File: src/nhc_regs.svh
// Timing counts and field layout for the NAND host controller.
// Assumes a 40 MHz system clock; included by nhc_host only.
`ifndef NHC_REGS_SVH
`define NHC_REGS_SVH
`define NHC_CLK_PERIOD_NS 25
`define NHC_READ_ACCESS_DELAY_NS 20
`define NHC_READ_ACCESS_CYC (((`NHC_READ_ACCESS_DELAY_NS + `NHC_CLK_PERIOD_NS - 1) / `NHC_CLK_PERIOD_NS) + 1)
`define NHC_RDY_WAIT_CYC 3
`define NHC_ADDR_CYCLES 5
`define NHC_COL_BITS 12
`define NHC_ROW_BITS 17
`define NHC_PAGE_BITS 6
`define NHC_PAGE_BYTES 2176
`define NHC_MAIN_BYTES 2048
`define NHC_SPARE_BYTES 128
`define NHC_PAGES_PER_BLOCK 64
`endif

File: src/nhc_pkg.sv
// Types for the NAND host controller.
// Assumes nhc_regs.svh sits in the include path.
package nhc_pkg;
  typedef enum logic [1:0] {
    NHC_OP_CMD,
    NHC_OP_ADDR,
    NHC_OP_WRITE,
    NHC_OP_READ
  } nhc_op_t;
  typedef enum logic [2:0] {
    NHC_IDLE,
    NHC_WR_LOW,
    NHC_WR_HIGH,
    NHC_RD_LOW,
    NHC_RD_HIGH,
    NHC_WAIT_RDY
  } nhc_state_t;
endpackage : nhc_pkg

File: src/nhc_fifo.sv
// Small synchronous FIFO for read data from the flash.
// Assumes one clock; ready and valid handshake on both sides.
`timescale 1ns/1ps
module nhc_fifo #(
  parameter int WIDTH = 8,
  parameter int DEPTH = 4
) (
  input wire logic clock_in,
  input wire logic sys_rst_in,
  input wire logic in_valid_in,
  output logic in_ready_out,
  input wire logic [WIDTH-1:0] in_data_in,
  output logic out_valid_out,
  input wire logic out_ready_in,
  output logic [WIDTH-1:0] out_data_out
);
  localparam int AW = $clog2(DEPTH);
  logic [WIDTH-1:0] mem_r [DEPTH];
  logic [AW-1:0] wp_r, wp_nxt, rp_r, rp_nxt;
  logic [AW:0] cnt_r, cnt_nxt;
  logic push, pop;
  assign in_ready_out = (cnt_r != DEPTH[AW:0]);
  assign out_valid_out = (cnt_r != '0);
  assign out_data_out = mem_r[rp_r];
  assign push = in_valid_in && in_ready_out;
  assign pop = out_valid_out && out_ready_in;
  always_comb begin
    wp_nxt = push ? wp_r + 1'b1 : wp_r;
    rp_nxt = pop ? rp_r + 1'b1 : rp_r;
    cnt_nxt = cnt_r + {{AW{1'b0}}, push} - {{AW{1'b0}}, pop};
  end
  always_ff @(posedge clock_in or posedge sys_rst_in) begin
    if (sys_rst_in) begin
      wp_r <= '0;
      rp_r <= '0;
      cnt_r <= '0;
    end else begin
      wp_r <= wp_nxt;
      rp_r <= rp_nxt;
      cnt_r <= cnt_nxt;
    end
  end
  always_ff @(posedge clock_in) begin
    if (push) begin
      mem_r[wp_r] <= in_data_in;
    end
  end
endmodule : nhc_fifo

File: src/nhc_host.sv
// Host controller driving an asynchronous 8-bit NAND flash bus.
// Assumes flash pins are synchronous to clock_in and an external pull-up on ready/busy.
// Operation
// - Command strobe high, byte latched at write rise
// - Address strobe high, byte latched at write rise
// - Bytes sampled only on write strobe rise
// - Device answers only with select low, ready
// - Write guard low blocks program and erase
// - Address is five bytes: column, row fields
`timescale 1ns/1ps
`include "nhc_regs.svh"
module nhc_host #(
  parameter int PULSE_CYC = 1,
  parameter int RD_CYC = `NHC_READ_ACCESS_CYC
) (
  input wire logic clock_in,
  input wire logic sys_rst_in,
  input wire logic req_valid_in,
  output logic req_ready_out,
  input wire nhc_pkg::nhc_op_t req_op_in,
  input wire logic [7:0] req_data_in,
  input wire logic req_wait_ready_in,
  input wire logic addr_valid_in,
  input wire logic [`NHC_COL_BITS-1:0] addr_col_in,
  input wire logic [`NHC_ROW_BITS-1:0] addr_row_in,
  input wire logic write_enable_in,
  output logic rd_valid_out,
  input wire logic rd_ready_in,
  output logic [7:0] rd_data_out,
  output logic busy_out,
  output logic [`NHC_PAGE_BITS-1:0] page_index_out,
  output logic [`NHC_ROW_BITS-`NHC_PAGE_BITS-1:0] block_index_out,
  output logic chip_sel_n_out,
  output logic cmd_latch_out,
  output logic addr_latch_out,
  output logic write_strobe_n_out,
  output logic read_strobe_n_out,
  output logic write_guard_n_out,
  input wire logic ready_busy_n_in,
  input wire logic [7:0] io_in,
  output logic [7:0] io_out,
  output logic io_oe_out
);
  import nhc_pkg::*;

  function automatic logic [7:0] addr_byte(input logic [2:0] idx,
      input logic [`NHC_COL_BITS-1:0] col, input logic [`NHC_ROW_BITS-1:0] row);
    unique case (idx)
      3'H0: addr_byte = col[7:0];
      3'H1: addr_byte = {4'H0, col[11:8]};
      3'H2: addr_byte = row[7:0];
      3'H3: addr_byte = row[15:8];
      default: addr_byte = {7'H00, row[16]};
    endcase
  endfunction : addr_byte

  nhc_state_t st_r, st_nxt;
  logic [7:0] cnt_r, cnt_nxt;
  logic [7:0] dout_r, dout_nxt;
  logic cle_r, cle_nxt, ale_r, ale_nxt, oe_r, oe_nxt;
  logic [2:0] aidx_r, aidx_nxt;
  logic aseq_r, aseq_nxt;
  logic wait_r, wait_nxt;
  logic [`NHC_COL_BITS-1:0] col_r, col_nxt;
  logic [`NHC_ROW_BITS-1:0] row_r, row_nxt;
  logic fifo_ready;
  logic push;
  logic cnt_done;

  assign cnt_done = (cnt_r == 8'H00);
  assign req_ready_out = (st_r == NHC_IDLE) && !aseq_r && ready_busy_n_in;
  assign push = (st_r == NHC_RD_HIGH) && cnt_done;

  always_comb begin
    st_nxt = st_r;
    cnt_nxt = cnt_done ? cnt_r : cnt_r - 8'H01;
    dout_nxt = dout_r;
    cle_nxt = cle_r;
    ale_nxt = ale_r;
    oe_nxt = oe_r;
    aidx_nxt = aidx_r;
    aseq_nxt = aseq_r;
    wait_nxt = wait_r;
    col_nxt = col_r;
    row_nxt = row_r;
    unique case (st_r)
      NHC_IDLE: begin
        cle_nxt = 1'b0;
        ale_nxt = 1'b0;
        oe_nxt = 1'b0;
        if (aseq_r) begin
          dout_nxt = addr_byte(aidx_r, col_r, row_r);
          ale_nxt = 1'b1;
          oe_nxt = 1'b1;
          cnt_nxt = 8'(PULSE_CYC - 1);
          st_nxt = NHC_WR_LOW;
        end else if (addr_valid_in && ready_busy_n_in) begin
          col_nxt = addr_col_in;
          row_nxt = addr_row_in;
          aidx_nxt = 3'H0;
          aseq_nxt = 1'b1;
        end else if (req_valid_in && req_ready_out) begin
          wait_nxt = req_wait_ready_in;
          cnt_nxt = 8'(PULSE_CYC - 1);
          unique case (req_op_in)
            NHC_OP_CMD: begin
              cle_nxt = 1'b1;
              dout_nxt = req_data_in;
              oe_nxt = 1'b1;
              st_nxt = NHC_WR_LOW;
            end
            NHC_OP_ADDR, NHC_OP_WRITE: begin
              ale_nxt = (req_op_in == NHC_OP_ADDR);
              dout_nxt = req_data_in;
              oe_nxt = 1'b1;
              st_nxt = NHC_WR_LOW;
            end
            NHC_OP_READ: begin
              cnt_nxt = 8'(RD_CYC - 1);
              st_nxt = NHC_RD_LOW;
            end
          endcase
        end
      end
      NHC_WR_LOW: if (cnt_done) begin
        cnt_nxt = 8'(PULSE_CYC - 1);
        st_nxt = NHC_WR_HIGH;
      end
      NHC_WR_HIGH: if (cnt_done) begin
        oe_nxt = 1'b0;
        cle_nxt = 1'b0;
        ale_nxt = 1'b0;
        if (aseq_r) begin
          aidx_nxt = aidx_r + 3'H1;
          if (aidx_r == 3'(`NHC_ADDR_CYCLES - 1)) begin
            aseq_nxt = 1'b0;
          end
          st_nxt = NHC_IDLE;
        end else begin
          cnt_nxt = 8'(`NHC_RDY_WAIT_CYC - 1);
          st_nxt = wait_r ? NHC_WAIT_RDY : NHC_IDLE;
        end
      end
      NHC_RD_LOW: if (cnt_done) begin
        dout_nxt = io_in;
        cnt_nxt = 8'(PULSE_CYC - 1);
        st_nxt = NHC_RD_HIGH;
      end
      NHC_RD_HIGH: if (cnt_done && fifo_ready) begin
        st_nxt = NHC_IDLE;
      end
      NHC_WAIT_RDY: if (cnt_done && ready_busy_n_in) begin
        wait_nxt = 1'b0;
        st_nxt = NHC_IDLE;
      end
    endcase
  end

  always_ff @(posedge clock_in or posedge sys_rst_in) begin
    if (sys_rst_in) begin
      st_r <= NHC_IDLE;
      cnt_r <= 8'H00;
      dout_r <= 8'H00;
      cle_r <= 1'b0;
      ale_r <= 1'b0;
      oe_r <= 1'b0;
      aidx_r <= 3'H0;
      aseq_r <= 1'b0;
      wait_r <= 1'b0;
      col_r <= '0;
      row_r <= '0;
    end else begin
      st_r <= st_nxt;
      cnt_r <= cnt_nxt;
      dout_r <= dout_nxt;
      cle_r <= cle_nxt;
      ale_r <= ale_nxt;
      oe_r <= oe_nxt;
      aidx_r <= aidx_nxt;
      aseq_r <= aseq_nxt;
      wait_r <= wait_nxt;
      col_r <= col_nxt;
      row_r <= row_nxt;
    end
  end

  assign chip_sel_n_out = (st_r == NHC_IDLE) && !aseq_r;
  assign cmd_latch_out = cle_r;
  assign addr_latch_out = ale_r;
  assign write_strobe_n_out = (st_r != NHC_WR_LOW);
  assign read_strobe_n_out = (st_r != NHC_RD_LOW);
  assign write_guard_n_out = write_enable_in;
  assign io_out = dout_r;
  assign io_oe_out = oe_r && (st_r == NHC_WR_LOW || st_r == NHC_WR_HIGH);
  assign busy_out = !ready_busy_n_in || (st_r == NHC_WAIT_RDY);
  assign page_index_out = row_r[`NHC_PAGE_BITS-1:0];
  assign block_index_out = row_r[`NHC_ROW_BITS-1:`NHC_PAGE_BITS];

  nhc_fifo #(.WIDTH(8), .DEPTH(4)) u_fifo (
    .clock_in(clock_in),
    .sys_rst_in(sys_rst_in),
    .in_valid_in(push),
    .in_ready_out(fifo_ready),
    .in_data_in(dout_r),
    .out_valid_out(rd_valid_out),
    .out_ready_in(rd_ready_in),
    .out_data_out(rd_data_out)
  );
endmodule : nhc_host

File: config.mk
export PLATFORM = sky130hd
export DESIGN_NAME = nhc_host
export DESIGN_NICKNAME = d
export VERILOG_FILES = /design/src/nhc_pkg.sv /design/src/nhc_fifo.sv /design/src/nhc_host.sv
export VERILOG_INCLUDE_DIRS = /design/src
export SDC_FILE = /design/constraint.sdc
export NUM_CORES = 1
export LEC_CHECK = 0
export BUFFER_PORTS_ARGS = -buffer_cell sky130_fd_sc_hd__clkbuf_2
export CORE_MARGIN = 2
export CORE_UTILIZATION = 40
export CTS_CLUSTER_DIAMETER = 120
export DETAILED_ROUTE_END_ITERATION = 7
export GPL_TIMING_DRIVEN = 0
export PLACE_DENSITY = 0.68
export RECOVER_POWER = 50
export SLEW_MARGIN = 15
export SYNTH_ARGS = -nofsm -noshare
export SYNTH_HDL_FRONTEND = slang
export SYNTH_SLANG_ARGS = --single-unit
File: constraint.sdc
create_clock -name clock_in -period 2.8 [get_ports clock_in]
set_input_delay 0.28 -clock clock_in [delete_from_list [all_inputs] [get_ports clock_in]]
set_output_delay 0.28 -clock clock_in [all_outputs]
set_load 0.02 [all_outputs]
=== Word-level counts from Yosys, hierarchy flattened ===
Memory sizes are Yosys's and may differ from the RTL's.
Cells that the tools add are included.

* Add/subtract/negate cells: 6
* Equal/unequal tests: 28
* Multiplexer cells: 62
* Bitwise operators: 1
* Reductions and logical operators: 31

{| class="wikitable"
|+ Operators with widths
! kind !! number
|-
| $mux 8 || 12
|-
| $mux 3 || 14
|-
| $pmux 8 s4 || 1
|-
| $mux 1 || 25
|-
| $pmux 8 s3 || 1
|-
| $pmux 3 s6 || 1
|-
| $pmux 8 s2 || 1
|-
| $reduce_and 5->1 || 3
|-
| $ne 2x2->1 const B || 7
|-
| $eq 3x2->1 const B || 4
|-
| $pmux 3 s2 || 2
|-
| $logic_and 1x1->1 || 10
|-
| $pmux 1 s2 || 5
|-
| $eq 3x3->1 const B || 3
|-
| $ne 3x3->1 const B || 3
|-
| $logic_not 8->1 || 1
|-
| $sub 8x1->8 const B || 1
|-
| $reduce_and 7->1 || 1
|-
| $eq 3x1->1 const B || 2
|-
| $logic_not 3->1 || 2
|-
| $ne 2x1->1 const B || 3
|-
| $ne 3x2->1 const B || 2
|-
| $reduce_bool 2->1 || 3
|-
| $add 2x1->2 const B || 2
|-
| 15 further kinds || 19
|}

* Bits in registers: 63
* Bits in writable memories: 32
* Output and inout port bits: 43
* Logic and storage cells: 143
* Memories: 1

{| class="wikitable"
|+ Memories
! memory !! depth !! width !! rd ports !! clocked after memory_dff !! write ports !! RTL line !! RTL
|-
| u_fifo.mem_r || 4 || 8 || 1 || 0 || 1 || nhc_fifo.sv:18 || <nowiki>logic [WIDTH-1:0] mem_r [DEPTH];</nowiki>
|}

=== Logic depth before layout (Yosys ltp) ===
* Depth after elaboration: 8
* Gate-level depth with buffers: 8
* Gate-level depth less buffers: 8

=== By module ===
Synthesis repeated with hierarchy kept, for this count alone.

* Cell total of the unflattened synthesis: 414
* Area, all modules: 4585.6 µm²

{| class="wikitable"
|+ By module, submodules not included
! module !! times used !! cells an instance !! area each (µm²)
|-
| nhc_host || 1 || 330 || 2952.8
|-
| nhc_fifo || 1 || 84 || 1632.8
|}

=== Least setup slack after synthesis ===
OpenSTA, ideal clock, no wires.

* Kind: reg-to-reg
* From: reg u_fifo.cnt_r[1]
* To: reg u_fifo.cnt_r[2]
* Arrival time: 2062 ps
* Setup slack: 615 ps
* Stages on the path, launching flop included: 8
* Buffers on the path: 0
* Clock period less this slack: 2185 ps
* Cell sequence: dfrtp_1 or3_1 and2_1 ha_1 inv_1 ha_1 fa_1 xnor2_1

{| class="wikitable"
|+ RTL lines
! element !! RTL line !! RTL
|-
| start, declared || nhc_fifo.sv:20 || <nowiki>logic [AW:0] cnt_r, cnt_nxt;</nowiki>
|-
| start signal, assigned || nhc_fifo.sv:40 || <nowiki>cnt_r <= cnt_nxt;</nowiki>
|-
| $reduce_bool 3->1 || nhc_fifo.sv:23 || <nowiki>assign out_valid_out = (cnt_r != '0);</nowiki>
|-
| via rd_valid_out || nhc_host.sv:27 || <nowiki>output logic rd_valid_out,</nowiki>
|-
| $logic_and 1x1->1 || nhc_fifo.sv:26 || <nowiki>assign pop = out_valid_out && out_ready_in;</nowiki>
|-
| via u_fifo.pop || nhc_fifo.sv:21 || <nowiki>logic push, pop;</nowiki>
|-
| $sub 3x1->3 || nhc_fifo.sv:30 || <nowiki>cnt_nxt = cnt_r + {{AW{1'b0}}, push} - {{AW{1'b0}}, pop};</nowiki>
|-
| via u_fifo.cnt_nxt[2] || nhc_fifo.sv:20 ||
|}

The timed path passes the listed nets, and every way through them passes these cells.
A chain may end at the register's enable or synchronous reset.

=== Worst setup path in the final report ===
* From: reg cnt_r[0]
* To: mem u_fifo.mem_r[0][3] (enable)

* Cells in the longest elaborated chain, start to end: 5

{| class="wikitable"
|+ RTL lines
! element !! RTL line !! RTL
|-
| start, declared || nhc_host.sv:58 || <nowiki>logic [7:0] cnt_r, cnt_nxt;</nowiki>
|-
| start signal, assigned || nhc_host.sv:174 || <nowiki>cnt_r <= cnt_nxt;</nowiki>
|-
| $logic_not 8->1 || nhc_host.sv:70 || <nowiki>assign cnt_done = (cnt_r == 8'H00);</nowiki>
|-
| $logic_and 1x1->1 || nhc_host.sv:72 || <nowiki>assign push = (st_r == NHC_RD_HIGH) && cnt_done;</nowiki>
|-
| $logic_and 1x1->1 || nhc_fifo.sv:25 || <nowiki>assign push = in_valid_in && in_ready_out;</nowiki>
|-
| via u_fifo.push || nhc_fifo.sv:21 ||
|-
| $mux 1 || nhc_fifo.sv:44 || <nowiki>if (push) begin</nowiki>
|-
| $mux 1 (implied by the code) || nhc_fifo.sv:45 || <nowiki>mem_r[wp_r] <= in_data_in;</nowiki>
|-
| end, declared || nhc_fifo.sv:18 ||
|}

The timed path passes the listed nets, and every way through them passes these cells.

==> impl_metrics.csv <==
group,metric,value,unit
outcome,status,"completed",
sta,finalSetupTns,0,ps
sta,period_needed,2410,ps
floorplanning,chipWidth,112,um
placement,dp_hpwl,7.75,mm
sta,setup_violations,0,
critical_path,critPathRequiredTime,2800,ps
sta,rsz0062_at_grt,"no",
floorplanning,die_h,112,um
synth,yosysWarnings,0,
cts,cts.hold.buffers_added,1,
sta,worst_slew_pin_slew,1330,ps
routing,drt-initial-drc-count,188,
synth,synth_cell_types,69,
floorplanning,rows,39,
synth,avgSynthCellArea,13.3,um^2
critical_path,worst_setup_path_end_kind,"flip-flop",
cts,ctsLongestPathBuffers,2,
final_layout,nets,528,
critical_path,startpoint_type,"flip-flop",
critical_path,max_stage_delay,460,ps
critical_path,slowest_stage,"and2_1",
placement,place_area,5350,um^2
critical_path,worst-path-buf-inv,1,
global_route,gr-usage-all-layers,17.4,%
synth,syn_inst,350,
min_path,hold_class,"input port to flip-flop",
global_route,first_global_vias,3289,
sta,slew_headroom,10.6,%
synth,syn_area,4670,um^2
final_layout,syn_to_final_growth,20.2,%
routing,totalWireLength,10.5,mm
synth,ys.flop_type,"dfrtp_1",
floorplanning,floorplan.die_area,12500,um^2
placement,gp_congestion,0.884,
critical_path,path_delay_family,"simple AND/OR/NAND/NOR gates",
cts,cts_tree,"done",
sta,postLayoutSetupSlackWorst,385,ps
placement,placed_cells,590,
routing,drc,0,
cts,clock_sinks,95,
synth,yosysTopAreaCell,"dfrtp_1",
global_route,grt_overflow_total,0,
cts,ctsRootBufferMaster,"clkbuf_16",
final_layout,drive_gt1_share,33.8,%
floorplanning,start_util,40.9,%
global_route,grt_pass1_wl,17.3,mm
critical_path,critPathMaxFanout,8,
routing,ant_nets,0,
synth,netlist.area_leader.share,33.8,%
cts,numCtsBuffers,9,
cts,ctsResizeCount,0,
global_route,grt_start_max_net_pins,35,
sta,fin_crit_sh,86.2,%
synth,async_flop_share,66.3,%
sta,maxSlewViolCount,0,
power_and_ir_drop,ir_worst_vdd,0.000378,V
critical_path,crit_chain,"inv_1 > ha_1 > nor4b_4 > nand2_4 > nor3b_4 > and2_1",
placement,port_buffers,96,
job,max-cap-violations,0,
sta,finClkSkew,7.38,ps
critical_path,worst-setup-path-type,"flip-flop to flip-flop",
global_route,antenna_found_initial,0,
power_and_ir_drop,p_leak,2.43,nW
routing,wire_per_inst,17.3,um
cts,htreeDepth,3,
final_layout,antennaDiodeCount,0,
synth,ys_ff_latch,95,
routing,via_per_inst,5.38,
cts,clk_latency,340,ps
floorplanning,pin_count,98,
placement,place_ws,359,ps
sta,fmax,414,MHz
final_layout,fin_cells,607,
final_layout,fin_area,5610,um^2
power_and_ir_drop,power_density,541,nW/um^2
routing,dr.pass1.iters,5,
synth,synth_edf_count,32,
sta,hold_violations,0,
synth,synthTopCellsByArea,"dfrtp_1 34%, edfxtp_1 21%, mux2_2 5.5%",
critical_path,cp_data_arrival_time,2410,ps
synth,ys_seq_area_share,54.4,%
routing,vias,3263,
floorplanning,coreArea,11400,um^2
cts,clk_pin_slew,70,ps
cts,post-cts-setup-buffers,0,
synth,synth_nets,419,
final cells by class:
type | instances | area (um^2)
fillers | 1063 | 5810
flip-flops and latches | 95 | 2540
multi-input cells | 218 | 1940
repair buffers | 98 | 469
clock buffers | 10 | 239
well taps | 143 | 179
plain buffers | 19 | 125
inverters | 18 | 68.8
clock inverters | 6 | 56.3
layout by cell type (no fill, tap or decap), drive strengths merged, types with 3 or more instances in the layout:
| cell type | count |
|---|---|
| clkbuf | 114 |
| dfrtp | 63 |
| mux2 | 37 |
| edfxtp | 32 |
| nand2 | 24 |
| inv | 20 |
| nor2 | 16 |
| ha | 13 |
| buf | 12 |
| a222oi | 9 |
| o21ai | 9 |
| a21oi | 8 |
| mux4 | 8 |
| o221ai | 7 |
| nand3 | 7 |
| and2 | 6 |
| xnor2 | 5 |
| nor3 | 5 |
| nor2b | 4 |
| a2bb2oi | 3 |
| a31oi | 3 |
| mux2i | 3 |
| a22o | 3 |
| or3 | 3 |
| nor3b | 3 |
| nor4 | 3 |
| or3b | 3 |
Yosys cell counts, types with 3 or more instances:
library cell / number
a222oi_1: 9
mux2_2: 23
o21ai_0: 9
nor3_1: 3
buf_6: 5
buf_2: 4
xnor2_1: 5
ha_1: 13
clkbuf_1: 6
a21oi_1: 8
nand3_1: 6
a22o_1: 3
inv_1: 17
and2_1: 6
o221ai_1: 7
mux4_2: 8
mux2_4: 8
or3_1: 3
nor2b_1: 4
mux2i_1: 3
nor2_1: 15
mux2_1: 6
a2bb2oi_1: 3
a31oi_1: 3
edfxtp_1: 32
nand2_1: 23
dfrtp_1: 63
final timing paths:
| path | cells past startpoint | start | end | slack, ps |
|---|---|---|---|---|
| min in group asynchronous | 3 | sys_rst_in | cnt_r[4] | 760 |
| setup reg to reg | 6 | cnt_r[0] | u_fifo.mem_r[0][3] | 390 |
| hold / removal | 2 | addr_col_in[6] | col_r[6] | 150 |
| hold reg to reg | 1 | col_r[4] | col_r[4] | 490 |
| max in group asynchronous | 4 | sys_rst_in | row_r[10] | 640 |
| setup / recovery | 6 | cnt_r[0] | u_fifo.mem_r[0][3] | 390 |
through the flow:
step	utilization, %	hold slack, ps	total power, mW
final	49.1	147	3.03
after global routing	49.1	146	3.16
after CTS	49.5	138	3.08
after detailed placement	46.8	294	1.86
after global placement	46.6	473	1.83
after floorplan	-	412	1.74
sequential cells by signal, indices dropped and copies added (netlist names), 2 cells and up:
register,count
aidx_r,3
cnt_r,8
col_r,12
io_out,8
row_r,17
st_r,3
u_fifo.cnt_r,3
u_fifo.mem_r,32
u_fifo.rp_r,2
u_fifo.wp_r,2
routing by layer:
metal  track usage (%)  part of all wire (%)  wire [um]  up-vias
met2              28.9                    51       5340       82
met3              3.89                   4.0        420       15
met4              5.93                   1.3        138        0
met1              22.7                    44       4590     1633
li1                  -                     -          -     1533
met5                 0                     0          0        -
report_power, final:
part	switching [mW]	internal (mW)	total [mW]	leakage, nW
Combinational	0.175	0.150	0.325	1.24
Sequential	0.0220	1.47	1.49	1.04
Clock	0.572	0.648	1.22	0.144
Total	0.769	2.27	3.03	2.43
kinds of logic (layout without fill, tap and decap cells):
kind of cell | count (synthesis) | count (layout) | share of synthesized area [%]
compound gates | 60 | 60 | 9.92
simple gates | 89 | 89 | 12.3
xor+xnor | 7 | 7 | 1.31
flops | 95 | 95 | 54.4
fa+ha+maj | 14 | 14 | 3.91
buf+inv | 37 | 151 | 4.13
mux | 48 | 48 | 14.1
No activity file was read; power rests on OpenSTA's default activity.
